===== src/rtl/regulator_enable_control_defs.svh =====
`ifndef REGULATOR_ENABLE_CONTROL_DEFS_SVH
`define REGULATOR_ENABLE_CONTROL_DEFS_SVH

// system clock rate
`define CLK_MHZ           50
// short and overload debounce time
`define SHORT_TIME_US     1000
`define SHORT_CYCLES      (`SHORT_TIME_US * `CLK_MHZ)
// time of one step of a delay code
`define DELAY_STEP_US     500
`define DELAY_STEP_CYCLES (`DELAY_STEP_US * `CLK_MHZ)

// register byte offsets
`define ADDR_CTRL         8'h00
`define ADDR_RAIL         8'h04
`define ADDR_DELAY        8'h08
`define ADDR_VOLT         8'h0C
`define ADDR_FLAGS        8'h10
`define ADDR_MASK         8'h14
`define ADDR_STATUS       8'h18

// control register fields
`define CTRL_EXT_CLK      0
`define CTRL_BUCK_WIN     1
`define CTRL_LIN_WIN      2
`define CTRL_PULLDOWN     3
`define CTRL_RESET        4'h0

// flag and mask fields
`define FLAG_SHORT        0
`define FLAG_GOOD         4
`define FLAG_CLK          8
`define MASK_RISE         0
`define MASK_FALL         4
`define MASK_RESET        8'h00

`endif


===== src/rtl/regulator_enable_control_pkg.sv =====
package regulator_enable_control_pkg;

    // device operating state
    typedef enum logic [1:0] {
        ST_LOAD,
        ST_STANDBY,
        ST_ACTIVE
    } pwr_state_e;

    // one bit per rail: buck0, buck1, linreg0, linreg1
    typedef logic [3:0] rail_vec_t;

endpackage : regulator_enable_control_pkg


===== src/rtl/rail_channel.sv =====
`timescale 1ns/1ns
`default_nettype none

module rail_channel #(
    parameter int unsigned SHORT_CYCLES = 50000
) (
    input  wire logic       sys_clk,
    input  wire logic       reset,
    input  wire logic       tick,
    input  wire logic       allow,
    input  wire logic       pin_level,
    input  wire logic       on_bit,
    input  wire logic       pin_gate,
    input  wire logic       above_min,
    input  wire logic [3:0] on_code,
    input  wire logic [3:0] off_code,
    output logic            enable_q,
    output logic            ramp_q,
    output logic            short_pulse_q
);

    localparam logic [15:0] SC_LAST = 16'(SHORT_CYCLES - 1);

    logic        pin_on_q;   // delayed pin level
    logic [3:0]  dly_q;      // delay steps counted
    logic [15:0] sc_q;       // cycles spent below minimum
    logic        tripped_q;  // held off after a short
    logic        req;        // requested on
    logic        trip;       // short detected now

    // register path is immediate, pin path uses the delayed level
    assign req  = allow & on_bit & (~pin_gate | pin_on_q);
    assign trip = enable_q & ~above_min & (sc_q == SC_LAST);

    // pin delay; a return to the old level cancels the count
    always_ff @(posedge sys_clk) begin
        if (reset) begin
            pin_on_q <= 1'b0;
            dly_q    <= 4'h0;
        end else if (pin_level == pin_on_q) begin
            dly_q <= 4'h0;
        end else if (dly_q >= (pin_level ? on_code : off_code)) begin
            pin_on_q <= pin_level;
            dly_q    <= 4'h0;
        end else if (tick) begin
            dly_q <= dly_q + 4'h1;
        end
    end

    // below-minimum timer, covers start-up and running overload
    always_ff @(posedge sys_clk) begin
        if (reset || !enable_q || above_min) begin
            sc_q <= 16'h0000;
        end else begin
            sc_q <= sc_q + 16'h0001;
        end
    end

    // a trip holds the rail off until the request drops, by its bit or by a gated pin
    always_ff @(posedge sys_clk) begin
        if (reset || !req) begin
            tripped_q <= 1'b0;
        end else if (trip) begin
            tripped_q <= 1'b1;
        end
    end

    // rail enable and short event
    always_ff @(posedge sys_clk) begin
        if (reset) begin
            enable_q      <= 1'b0;
            short_pulse_q <= 1'b0;
        end else begin
            enable_q      <= req & ~tripped_q & ~trip;
            short_pulse_q <= trip;
        end
    end

    // soft start ends once the output passes the minimum
    always_ff @(posedge sys_clk) begin
        if (reset || !enable_q) begin
            ramp_q <= 1'b0;
        end else if (above_min) begin
            ramp_q <= 1'b1;
        end
    end
endmodule : rail_channel

`default_nettype wire


===== src/rtl/regulator_enable_control.sv =====
`timescale 1ns/1ns
`default_nettype none
`include "regulator_enable_control_defs.svh"

// Behaviour
// clock select gates detector, switch, clock flag
// host waits 1.2 ms before bus access
// power-on loads defaults then enters standby
// enables accepted only in standby or active
// buck follows bit, or pin when gated
// linreg uses the same two methods
// pin edges wait on and off delays
// register enables act without delay
// buck leaves soft start above minimum
// buck short or overload disables, flags
// linreg short or overload disables, flags
// valid output sets good flag unless masked
// invalid output sets good flag unless masked
// live good state per rail
// window select per rail group
// pulldown on enable pin by config bit
// irq low while any flag pending
// delay step mapping parameter, cancel on return
module regulator_enable_control
    import regulator_enable_control_pkg::*;
#(
    parameter int unsigned SHORT_CYCLES = `SHORT_CYCLES,
    parameter int unsigned STEP_CYCLES  = `DELAY_STEP_CYCLES
) (
    input  wire logic        sys_clk,
    input  wire logic        reset,
    input  wire logic        hsel,
    input  wire logic [31:0] haddr,
    input  wire logic [1:0]  htrans,
    input  wire logic        hwrite,
    input  wire logic [2:0]  hsize,
    input  wire logic [31:0] hwdata,
    input  wire logic        hready,
    output logic             hreadyout,
    output logic             hresp,
    output logic [31:0]      hrdata,
    input  wire logic        en_pin,
    input  wire logic        sync_clock_present,
    input  wire logic [3:0]  rail_above_min,
    input  wire logic [3:0]  rail_uv_ok,
    input  wire logic [3:0]  rail_ov_ok,
    input  wire logic [7:0]  otp_rail_bits,
    input  wire logic [31:0] otp_delays,
    output logic [1:0]       buck_enable,
    output logic [1:0]       linreg_enable,
    output logic [1:0]       buck_ramp_mode,
    output logic [15:0]      buck_target_voltage,
    output logic [9:0]       linreg_target_voltage,
    output logic             clk_detect_enable,
    output logic             use_ext_clock,
    output logic             enable_input_pulldown_on,
    output logic             irq_out_low
);

    localparam logic [15:0] STEP_LAST = 16'(STEP_CYCLES - 1);

    // bus slave state
    logic        wr_q;        // write data phase pending
    logic        rd_q;        // read data phase pending
    logic [7:0]  addr_q;      // captured byte offset
    logic        ready_q;     // hreadyout register
    logic        resp_q;      // always okay
    logic [31:0] rdata_q;     // read data register
    logic [31:0] rd_word;     // read mux
    logic        ap_take;     // address phase accepted
    logic        we;          // register write strobe

    // software registers
    logic [3:0]  ctrl_q;      // clock select, windows, pulldown
    logic [7:0]  rail_q;      // on bits [3:0], pin gates [7:4]
    logic [31:0] delay_q;     // per rail: on [3:0], off [7:4]
    logic [15:0] buck_volt_q; // buck target codes
    logic [9:0]  lin_volt_q;  // linreg target codes
    logic [8:0]  flags_q;     // short, good, clock flags
    logic [8:0]  flag_set;    // hardware events
    logic [8:0]  flag_clr;    // write-one-to-clear
    logic [7:0]  mask_q;      // good rise [3:0], fall [7:4]

    // device state
    pwr_state_e  state_q;
    logic        allow;       // rail requests accepted

    // synchronisers for pins and analog comparators
    logic [13:0] meta_q;
    logic [13:0] sync_q;
    logic        en_s;
    logic        clk_s;
    rail_vec_t   above_s;
    rail_vec_t   uv_s;
    rail_vec_t   ov_s;

    // clock monitor
    logic        clk_prev_q;  // last seen presence
    logic        clk_det_q;   // detector enable register
    logic        use_ext_q;   // external clock in use
    logic        clk_evt;     // presence changed

    // delay step divider
    logic [15:0] step_cnt_q;
    logic        tick_q;

    // rail outputs and good detection
    rail_vec_t   rail_en_w;
    rail_vec_t   ramp_w;
    rail_vec_t   short_w;
    rail_vec_t   win_sel;
    rail_vec_t   valid;
    rail_vec_t   good_q;
    rail_vec_t   rise;
    rail_vec_t   fall;
    logic        irq_low_q;
    logic        pulldown_q;

    // the host is told to wait after power-up; nothing here
    // depends on it, the bus simply stalls during the load
    assign ap_take  = hsel & htrans[1] & hready;
    assign we       = wr_q;
    assign allow    = (state_q != ST_LOAD);

    assign en_s    = sync_q[13];
    assign clk_s   = sync_q[12];
    assign above_s = sync_q[11:8];
    assign uv_s    = sync_q[7:4];
    assign ov_s    = sync_q[3:0];

    // two-stage synchroniser, first stage read by second only
    always_ff @(posedge sys_clk) begin
        if (reset) begin
            meta_q <= 14'h0000;
            sync_q <= 14'h0000;
        end else begin
            meta_q <= {en_pin, sync_clock_present, rail_above_min,
                       rail_uv_ok, rail_ov_ok};
            sync_q <= meta_q;
        end
    end

    // address phase capture, held while a read waits
    always_ff @(posedge sys_clk) begin
        if (reset) begin
            wr_q   <= 1'b0;
            rd_q   <= 1'b0;
            addr_q <= 8'h00;
        end else if (hready) begin
            wr_q <= ap_take & hwrite;
            rd_q <= ap_take & ~hwrite;
            if (ap_take) begin
                addr_q <= haddr[7:0];
            end
        end
    end

    // one wait state on reads; stalled while defaults load
    always_ff @(posedge sys_clk) begin
        if (reset) begin
            ready_q <= 1'b0;
            resp_q  <= 1'b0;
        end else begin
            ready_q <= allow & ~(ap_take & ~hwrite);
            resp_q  <= 1'b0;
        end
    end

    // read data loads in the wait cycle
    always_ff @(posedge sys_clk) begin
        if (reset) begin
            rdata_q <= 32'h0000_0000;
        end else if (rd_q && !ready_q) begin
            rdata_q <= rd_word;
        end
    end

    // read mux, unmapped offsets read zero
    always_comb begin
        rd_word = 32'h0000_0000;
        case (addr_q)
            `ADDR_CTRL:   rd_word[3:0] = ctrl_q;
            `ADDR_RAIL:   rd_word[7:0] = rail_q;
            `ADDR_DELAY:  rd_word      = delay_q;
            `ADDR_VOLT: begin
                rd_word = {3'h0, lin_volt_q[9:5], 3'h0,
                           lin_volt_q[4:0], buck_volt_q};
            end
            `ADDR_FLAGS:  rd_word[8:0] = flags_q;
            `ADDR_MASK:   rd_word[7:0] = mask_q;
            `ADDR_STATUS: begin
                rd_word[10:0] = {2'(state_q), use_ext_q,
                                 rail_en_w, good_q};
            end
            default:      rd_word = 32'h0000_0000;
        endcase
    end

    // control register
    always_ff @(posedge sys_clk) begin
        if (reset) begin
            ctrl_q <= `CTRL_RESET;
        end else if (we && addr_q == `ADDR_CTRL) begin
            ctrl_q <= hwdata[3:0];
        end
    end

    // rail bits and delays: defaults from fuses, then software
    always_ff @(posedge sys_clk) begin
        if (reset) begin
            rail_q  <= 8'h00;
            delay_q <= 32'h0000_0000;
        end else if (state_q == ST_LOAD) begin
            rail_q  <= otp_rail_bits;
            delay_q <= otp_delays;
        end else begin
            if (we && addr_q == `ADDR_RAIL) begin
                rail_q <= hwdata[7:0];
            end
            if (we && addr_q == `ADDR_DELAY) begin
                delay_q <= hwdata;
            end
        end
    end

    // target voltage codes
    always_ff @(posedge sys_clk) begin
        if (reset) begin
            buck_volt_q <= 16'h0000;
            lin_volt_q  <= 10'h000;
        end else if (we && addr_q == `ADDR_VOLT) begin
            buck_volt_q <= hwdata[15:0];
            lin_volt_q  <= {hwdata[28:24], hwdata[20:16]};
        end
    end

    // good masks
    always_ff @(posedge sys_clk) begin
        if (reset) begin
            mask_q <= `MASK_RESET;
        end else if (we && addr_q == `ADDR_MASK) begin
            mask_q <= hwdata[7:0];
        end
    end

    // operating state
    always_ff @(posedge sys_clk) begin
        if (reset) begin
            state_q <= ST_LOAD;
        end else begin
            case (state_q)
                ST_LOAD: begin
                    state_q <= ST_STANDBY;
                end
                ST_STANDBY: begin
                    if (rail_en_w != 4'h0) begin
                        state_q <= ST_ACTIVE;
                    end
                end
                ST_ACTIVE: begin
                    if (rail_en_w == 4'h0) begin
                        state_q <= ST_STANDBY;
                    end
                end
                default: begin
                    state_q <= ST_LOAD;
                end
            endcase
        end
    end

    // delay step divider, one-cycle tick
    always_ff @(posedge sys_clk) begin
        if (reset) begin
            step_cnt_q <= 16'h0000;
            tick_q     <= 1'b0;
        end else if (step_cnt_q == STEP_LAST) begin
            step_cnt_q <= 16'h0000;
            tick_q     <= 1'b1;
        end else begin
            step_cnt_q <= step_cnt_q + 16'h0001;
            tick_q     <= 1'b0;
        end
    end

    // one channel per rail, bucks first then linregs
    for (genvar i = 0; i < 4; i++) begin : g_rail
        rail_channel #(
            .SHORT_CYCLES (SHORT_CYCLES)
        ) u_rail (
            .sys_clk       (sys_clk),
            .reset         (reset),
            .tick          (tick_q),
            .allow         (allow),
            .pin_level     (en_s),
            .on_bit        (rail_q[i]),
            .pin_gate      (rail_q[i+4]),
            .above_min     (above_s[i]),
            .on_code       (delay_q[8*i +: 4]),
            .off_code      (delay_q[8*i+4 +: 4]),
            .enable_q      (rail_en_w[i]),
            .ramp_q        (ramp_w[i]),
            .short_pulse_q (short_w[i])
        );
    end

    // clock detector and source switch
    assign clk_evt = ctrl_q[`CTRL_EXT_CLK] & (clk_s != clk_prev_q);

    always_ff @(posedge sys_clk) begin
        if (reset) begin
            clk_prev_q <= 1'b0;
            clk_det_q  <= 1'b0;
            use_ext_q  <= 1'b0;
        end else begin
            clk_prev_q <= clk_s;
            clk_det_q  <= ctrl_q[`CTRL_EXT_CLK];
            use_ext_q  <= ctrl_q[`CTRL_EXT_CLK] & clk_s;
        end
    end

    // validity: undervoltage only, or both when window bit set
    assign win_sel = {{2{ctrl_q[`CTRL_LIN_WIN]}},
                      {2{ctrl_q[`CTRL_BUCK_WIN]}}};
    assign valid   = rail_en_w & uv_s & (ov_s | ~win_sel);
    assign rise    = valid & ~good_q;
    assign fall    = ~valid & good_q;

    always_ff @(posedge sys_clk) begin
        if (reset) begin
            good_q <= 4'h0;
        end else begin
            good_q <= valid;
        end
    end

    // sticky flags, a set in the clearing cycle wins
    assign flag_set[`FLAG_SHORT +: 4] = short_w;
    assign flag_set[`FLAG_GOOD +: 4] =
        (rise & ~mask_q[`MASK_RISE +: 4]) |
        (fall & ~mask_q[`MASK_FALL +: 4]);
    assign flag_set[`FLAG_CLK] = clk_evt;
    assign flag_clr = (we && addr_q == `ADDR_FLAGS) ? hwdata[8:0]
                                                    : 9'h000;

    always_ff @(posedge sys_clk) begin
        if (reset) begin
            flags_q <= 9'h000;
        end else begin
            flags_q <= (flags_q & ~flag_clr) | flag_set;
        end
    end

    // interrupt line and pulldown control
    always_ff @(posedge sys_clk) begin
        if (reset) begin
            irq_low_q  <= 1'b1;
            pulldown_q <= 1'b0;
        end else begin
            irq_low_q  <= (flags_q == 9'h000);
            pulldown_q <= ctrl_q[`CTRL_PULLDOWN];
        end
    end

    assign hreadyout                = ready_q;
    assign hresp                    = resp_q;
    assign hrdata                   = rdata_q;
    assign buck_enable              = rail_en_w[1:0];
    assign linreg_enable            = rail_en_w[3:2];
    assign buck_ramp_mode           = ramp_w[1:0];
    assign buck_target_voltage      = buck_volt_q;
    assign linreg_target_voltage    = lin_volt_q;
    assign clk_detect_enable        = clk_det_q;
    assign use_ext_clock            = use_ext_q;
    assign enable_input_pulldown_on = pulldown_q;
    assign irq_out_low              = irq_low_q;
endmodule : regulator_enable_control

`default_nettype wire


===== config.mk =====
export PLATFORM = sky130hd
export DESIGN_NAME = regulator_enable_control
export DESIGN_NICKNAME = d
export VERILOG_FILES = /design/src/rtl/regulator_enable_control_pkg.sv /design/src/rtl/rail_channel.sv /design/src/rtl/regulator_enable_control.sv
export VERILOG_INCLUDE_DIRS = /design/src /design/src/rtl
export SDC_FILE = /design/constraint.sdc
export NUM_CORES = 1
export LEC_CHECK = 0
export BUFFER_PORTS_ARGS = -buffer_cell sky130_fd_sc_hd__buf_4
export CORE_MARGIN = 2
export CORE_UTILIZATION = 50
export CTS_CLUSTER_DIAMETER = 80
export DETAILED_ROUTE_END_ITERATION = 16
export GPL_ROUTABILITY_DRIVEN = 0
export GPL_TIMING_DRIVEN = 0
export PLACE_DENSITY_LB_ADDON = 0.05
export SLEW_MARGIN = 20
export SYNTH_ARGS = -nofsm -noshare
export SYNTH_HDL_FRONTEND = slang
export SYNTH_HIERARCHICAL = 1
export SYNTH_SLANG_ARGS = --single-unit

===== constraint.sdc =====
create_clock -name sys_clk -period 2.2 [get_ports sys_clk]
set_input_delay 0.22 -clock sys_clk [delete_from_list [all_inputs] [get_ports sys_clk]]
set_output_delay 0.22 -clock sys_clk [all_outputs]
set_load 0.01 [all_outputs]

# ---- Word level (Yosys, flattened, before mapping)
# Cells that the tools add are included.
dict set report totals {
  register_bits 284
  inputBits 128
}
dict set report op_classes {
  addsub 9
  order_cmp 4
  eq_ne 20
  mux 18
  bitwise 73
  reduce_logical 47
}
# op n
set op_table {}
lappend op_table {{$add 16x1->16 const B} 5}
lappend op_table {{$eq 16x16->1 const B} 4}
lappend op_table {{$mux 32} 2}
lappend op_table {{$pmux 21 s2} 1}
lappend op_table {{$and 1x1->1} 31}
lappend op_table {{$pmux 4 s7} 1}
lappend op_table {{$and 4x4->4} 6}
lappend op_table {{$eq 8x5->1 const B} 3}
lappend op_table {{$pmux 4 s6} 1}
lappend op_table {{$not 1->1} 22}
lappend op_table {{$not 4->4} 5}
lappend op_table {{$add 4x1->4 const B} 4}
lappend op_table {{$eq 16x15->1 const B} 1}
lappend op_table {{$eq 8x4->1 const B} 2}
lappend op_table {{$ge 4x4->1} 4}
lappend op_table {{$mux 4} 4}
lappend op_table {{$mux 8} 2}
lappend op_table {{$logic_or 1x1->1} 12}
lappend op_table {{$pmux 2 s3} 2}
lappend op_table {{$reduce_and 2->1} 6}
lappend op_table {{$reduce_or 3->1} 4}
lappend op_table {{$and 9x9->9} 1}
lappend op_table {{$logic_not 1->1} 9}
lappend op_table {{$logic_not 9->1} 1}
lappend op_table {{21 further kinds} 38}

# ---- Depth between registers and ports, before layout
dict set report logic_depth {
  ltp_word 8
  depth_mapped 7
  mapped_depth_nobuf 6
}

# ---- By module
# The synthesis kept the hierarchy.
# module n_inst cells_per_inst area_each_um2 seq_area_each_um2
set by_module_without_submodules {}
lappend by_module_without_submodules {regulator_enable_control 1 875 7666.1 3723.6}
lappend by_module_without_submodules {rail_channel 4 132 1239.9 500.5}

# ---- Worst setup path before layout
# OpenSTA, ideal clock, no wires.
dict set report synth_timing {
  kind {register to register}
  from {reg sync_q[13]}
  to {reg g_rail[0].u_rail.pin_on_q}
  setup_time_ns 0.119
  arrival_ns 1.850
  setup_slack_ns 0.231
  stages_incl_launch_ff 8
  synth_period_minus_slack_ns 1.969
  cell_sequence {dfxtp_1 -> buf_2 -> mux2_2 -> ha_1 -> nand2b_1 -> a2111oi_2 -> or3b_2 -> a21oi_1}
}
dict set report synth_between {
  elab_chain_cells 3
}
# element line
set synth_lines {}
lappend synth_lines {{from (decl)} regulator_enable_control.sv:90} ;# logic [13:0] sync_q;
lappend synth_lines {{from (signal assigned)} regulator_enable_control.sv:139} ;# sync_q <= meta_q;
lappend synth_lines {{$mux 4 / $eq 1x1->1 (equally long branches)} {rail_channel.sv:42, rail_channel.sv:40}}
lappend synth_lines {{$ge 4x4->1 / $not 1->1 (equally long branches)} n/a}
lappend synth_lines {{$reduce_and 2->1 (no source line)} n/a}
lappend synth_lines {{to (signal assigned)} rail_channel.sv:43} ;# pin_on_q <= pin_level;
lappend synth_lines {{to (decl)} rail_channel.sv:24} ;# logic pin_on_q;
# Several ways; a longest one is shown, not always the timed one.
# A chain may end at the register's enable or synchronous reset.

# ---- Worst setup path after layout
dict set report layout_timing {
  from {reg addr_q[2]}
  to {reg rdata_q[5] (netlist: hrdata[5])}
}
dict set report layout_between {
  elab_chain_cells 2
}
# element line
set layout_lines {}
lappend layout_lines {{from (decl)} regulator_enable_control.sv:65} ;# logic [7:0] addr_q;
lappend layout_lines {{from (signal assigned)} regulator_enable_control.sv:153} ;# addr_q <= haddr[7:0];
lappend layout_lines {{$eq 8x5->1, or another cell as far along} regulator_enable_control.sv:181} ;# case (addr_q)
lappend layout_lines {{$pmux 4 s6 (*)} regulator_enable_control.sv:181}
lappend layout_lines {{to (signal assigned)} regulator_enable_control.sv:174} ;# rdata_q <= rd_word;
lappend layout_lines {{to (decl)} regulator_enable_control.sv:68} ;# logic [31:0] rdata_q;
# Every way passes the cells marked *; elsewhere a longest branch is shown, timed or not.

==> results.toml <==
[layout]
area_delta_synth_final_pct = 29.51
fillers = 2061
seqCellArea_um2 = 5689
multi_input_area_um2 = 6419
postLayoutCellArea_um2 = 16270
layout-drive-gt1-share_pct = 19.21
nNetsFinal = 1849

[critical_path]
slowest_delay_ns = 0.57
cp.required_ns = 2.60
crit_path_end_kind = "flip-flop"
cp.arrival_ns = 2.58
cpLargestDelayFamily = "buffers and inverters"
cp_max_fo = 10
crit_type = "flip-flop to flip-flop"
start_kind = "flip-flop"
crit_path_top_delay_cell = "dfxtp_1"
crit_chain = "buf_2 -> buf_2 -> mux2i_1 -> o22ai_1 -> a21oi_1 -> a21oi_1"
cp_num_buf_inv = 2

[pwr]
cellPowerDensity_nw_per_um2 = 700.7
leakage_nw = 6.187
vdd_ir_drop_max_uv = 589.2

[clock_network]
cts_tree = "built"
clk_pin_slew_ns = 0.06
cts_buffers = 30
cts_buffer_depth = 3
cts_root_buf = "clkbuf_16"
clk_latency_ns = 0.56
htreeDepth = 1
cts.sink_count = 284

[routing]
wl_per_cell_um = 18.70
num_vias = 11470
viasPerCell = 5.599
routed_wl_um = 38310
first_iter_violations = 714
drc = 0
final_antenna_net_count = 0
drtPass1Iterations = 5

[die]
core_um2 = 24890
fp.dieH_um = 162.5
rows = 58
ios = 198
initial_core_util_pct = 50.47
dieArea_um2 = 26410
die_w_um = 162.5

[sta]
fin_ws_ns = 0.01524
finalSetupViolCount = 0
skew_ns = 0.03080
max-slew-margin-rel_pct = 42.61
max_clock_freq_mhz = 457.7
hold_viol = 0
fin_tns_setup_ns = 0
post-route-period-util_pct = 99.31
fin_crit_ns = 2.185
worst_pin_slew_ns = 0.8609
drv_slew = 0

[grt]
track_usage_pct = 28.54
grt_max_degree = 27
overflow = 0
grt_pass1_vias = 10960
antenna_found_initial = 1
grt_pass1_wl_um = 59530

[placement]
io_buffers = 168
placed_cell_area_um2 = 14240
dp_hpwl_um = 26950
place_ws_ns = -0.2936

[synthesis]
syn_nets = 1550
ys_warn_count = 6
synth_area_um2 = 12560
synth.avg_cell_area_um2 = 8.993
syn_inst = 1397

[status]
outcome = "finished, final reports clean"

[job]
maxCapViolCount = 0

[min_path]
min_path_type = "primary input to flip-flop"
[worst register-to-register path, delay by kind of cell (launching register included)]
family                 cells  cell delay [ns]
buffers and inverters      2             0.69
flip-flops                 1             0.57
AO/OA/AOI/OAI              3             0.45
multiplexers               1             0.35
[sequential cells by signal, summed over array words and instances, names as in the netlist, 8 cells and up]
register and flops:
step_cnt_q 16, rail_q 8, linreg_target_voltage 10, hrdata 32
buck_target_voltage 16, g_rail.u_rail/sc_q 64, mask_q 8, addr_q 8
meta_q 14, g_rail.u_rail/dly_q 16, sync_q 14, delay_q 32
flags_q 9
[path summary, 6_finish.rpt]
path              cells after the start           from  slack [ns]    endpoint
setup reg to reg                      6      addr_q[2]        0.02   hrdata[5]
hold reg to reg                       1      meta_q[9]        0.42   sync_q[9]
hold / removal                        3  otp_delays[4]        0.03  delay_q[4]
setup / recovery                      6      addr_q[2]        0.02   hrdata[5]
[layer usage]
| layer | global-route usage, % | routed length (um) | vias up |
|---|---|---|---|
| met5 | 0 | 0 | - |
| met4 | 11.75 | 1634 | 0 |
| met3 | 5.042 | 2711 | 112 |
| met2 | 46.54 | 17350 | 452 |
| met1 | 37.54 | 16610 | 5420 |
| li1 | - | - | 5488 |
[power by group]
part	leakage (nW)	total, W	internal (W)	switching (W)
combinational	3.41	0.00107	0.000515	0.000558
sequential	2.31	0.00541	0.00528	0.000133
clock	0.474	0.00491	0.00283	0.00208
total	6.19	0.0114	0.00863	0.00277
[cell usage in the layout, fill, tap and decap left out, types with 6 or more instances in the layout]
| cell type | instances |
|---|---|
| ha_1 | 25 |
| xnor2_1 | 45 |
| buf_2 | 15 |
| xor2_1 | 24 |
| nor3b_1 | 7 |
| clkbuf_8 | 8 |
| mux2_2 | 21 |
| nor2_2 | 9 |
| nand3b_1 | 6 |
| dfxtp_1 | 283 |
| nand4b_1 | 8 |
| nand3_1 | 39 |
| nand2b_1 | 17 |
| a22oi_1 | 26 |
| inv_1 | 34 |
| clkinv_2 | 7 |
| nor2b_1 | 38 |
| clkbuf_16 | 31 |
| nor4_1 | 13 |
| nand2_1 | 178 |
| o21a_1 | 8 |
| nor2_1 | 187 |
| mux2i_1 | 43 |
| dlygate4sd3_1 | 94 |
| nand4_1 | 15 |
| or3_1 | 16 |
| nor4_4 | 6 |
| and3_1 | 10 |
| clkbuf_1 | 47 |
| nor3_1 | 22 |
| a21oi_1 | 70 |
| o21ai_0 | 21 |
| o211ai_1 | 7 |
| nor4b_1 | 8 |
| buf_4 | 179 |
| a311oi_1 | 44 |
[per-stage QoR]
step / std cells / total power (W) / utilization [%] / hold slack [ns]
floorplan: 1397 / 0.005983 / - / 0.2891
global placement: 1895 / 0.006392 / 57.20 / 0.4042
detailed placement: 1895 / 0.006405 / 57.20 / 0.4174
CTS: 2045 / 0.01142 / 65.09 / 0.007843
global route: 2049 / 0.01176 / 65.37 / 0.07144
finish: 2049 / 0.01140 / 65.37 / 0.02662
[final cells by class]
| cell class | instances | share of cell area [%] |
|---|---|---|
| antenna | 1 | 0.01538 |
| inverter | 34 | 0.7844 |
| multi-input combinational | 1000 | 39.45 |
| timing repair buffer | 267 | 13.77 |
| tap | 330 | 2.538 |
| clock buffer | 45 | 5.583 |
| buffer | 79 | 2.592 |
| clock inverter | 9 | 0.3076 |
| sequential | 284 | 34.97 |
[what timing repair did]
item                                   CTS  global route
pin swaps                                1             5
hold buffers                            94             0
endpoints found under the hold margin   93             0
resized for setup                        8            12
gates cloned                             0             0
setup buffers                            2             3
setup endpoints to repair               46            70
Note: power is estimated with default switching activity, not from simulation.
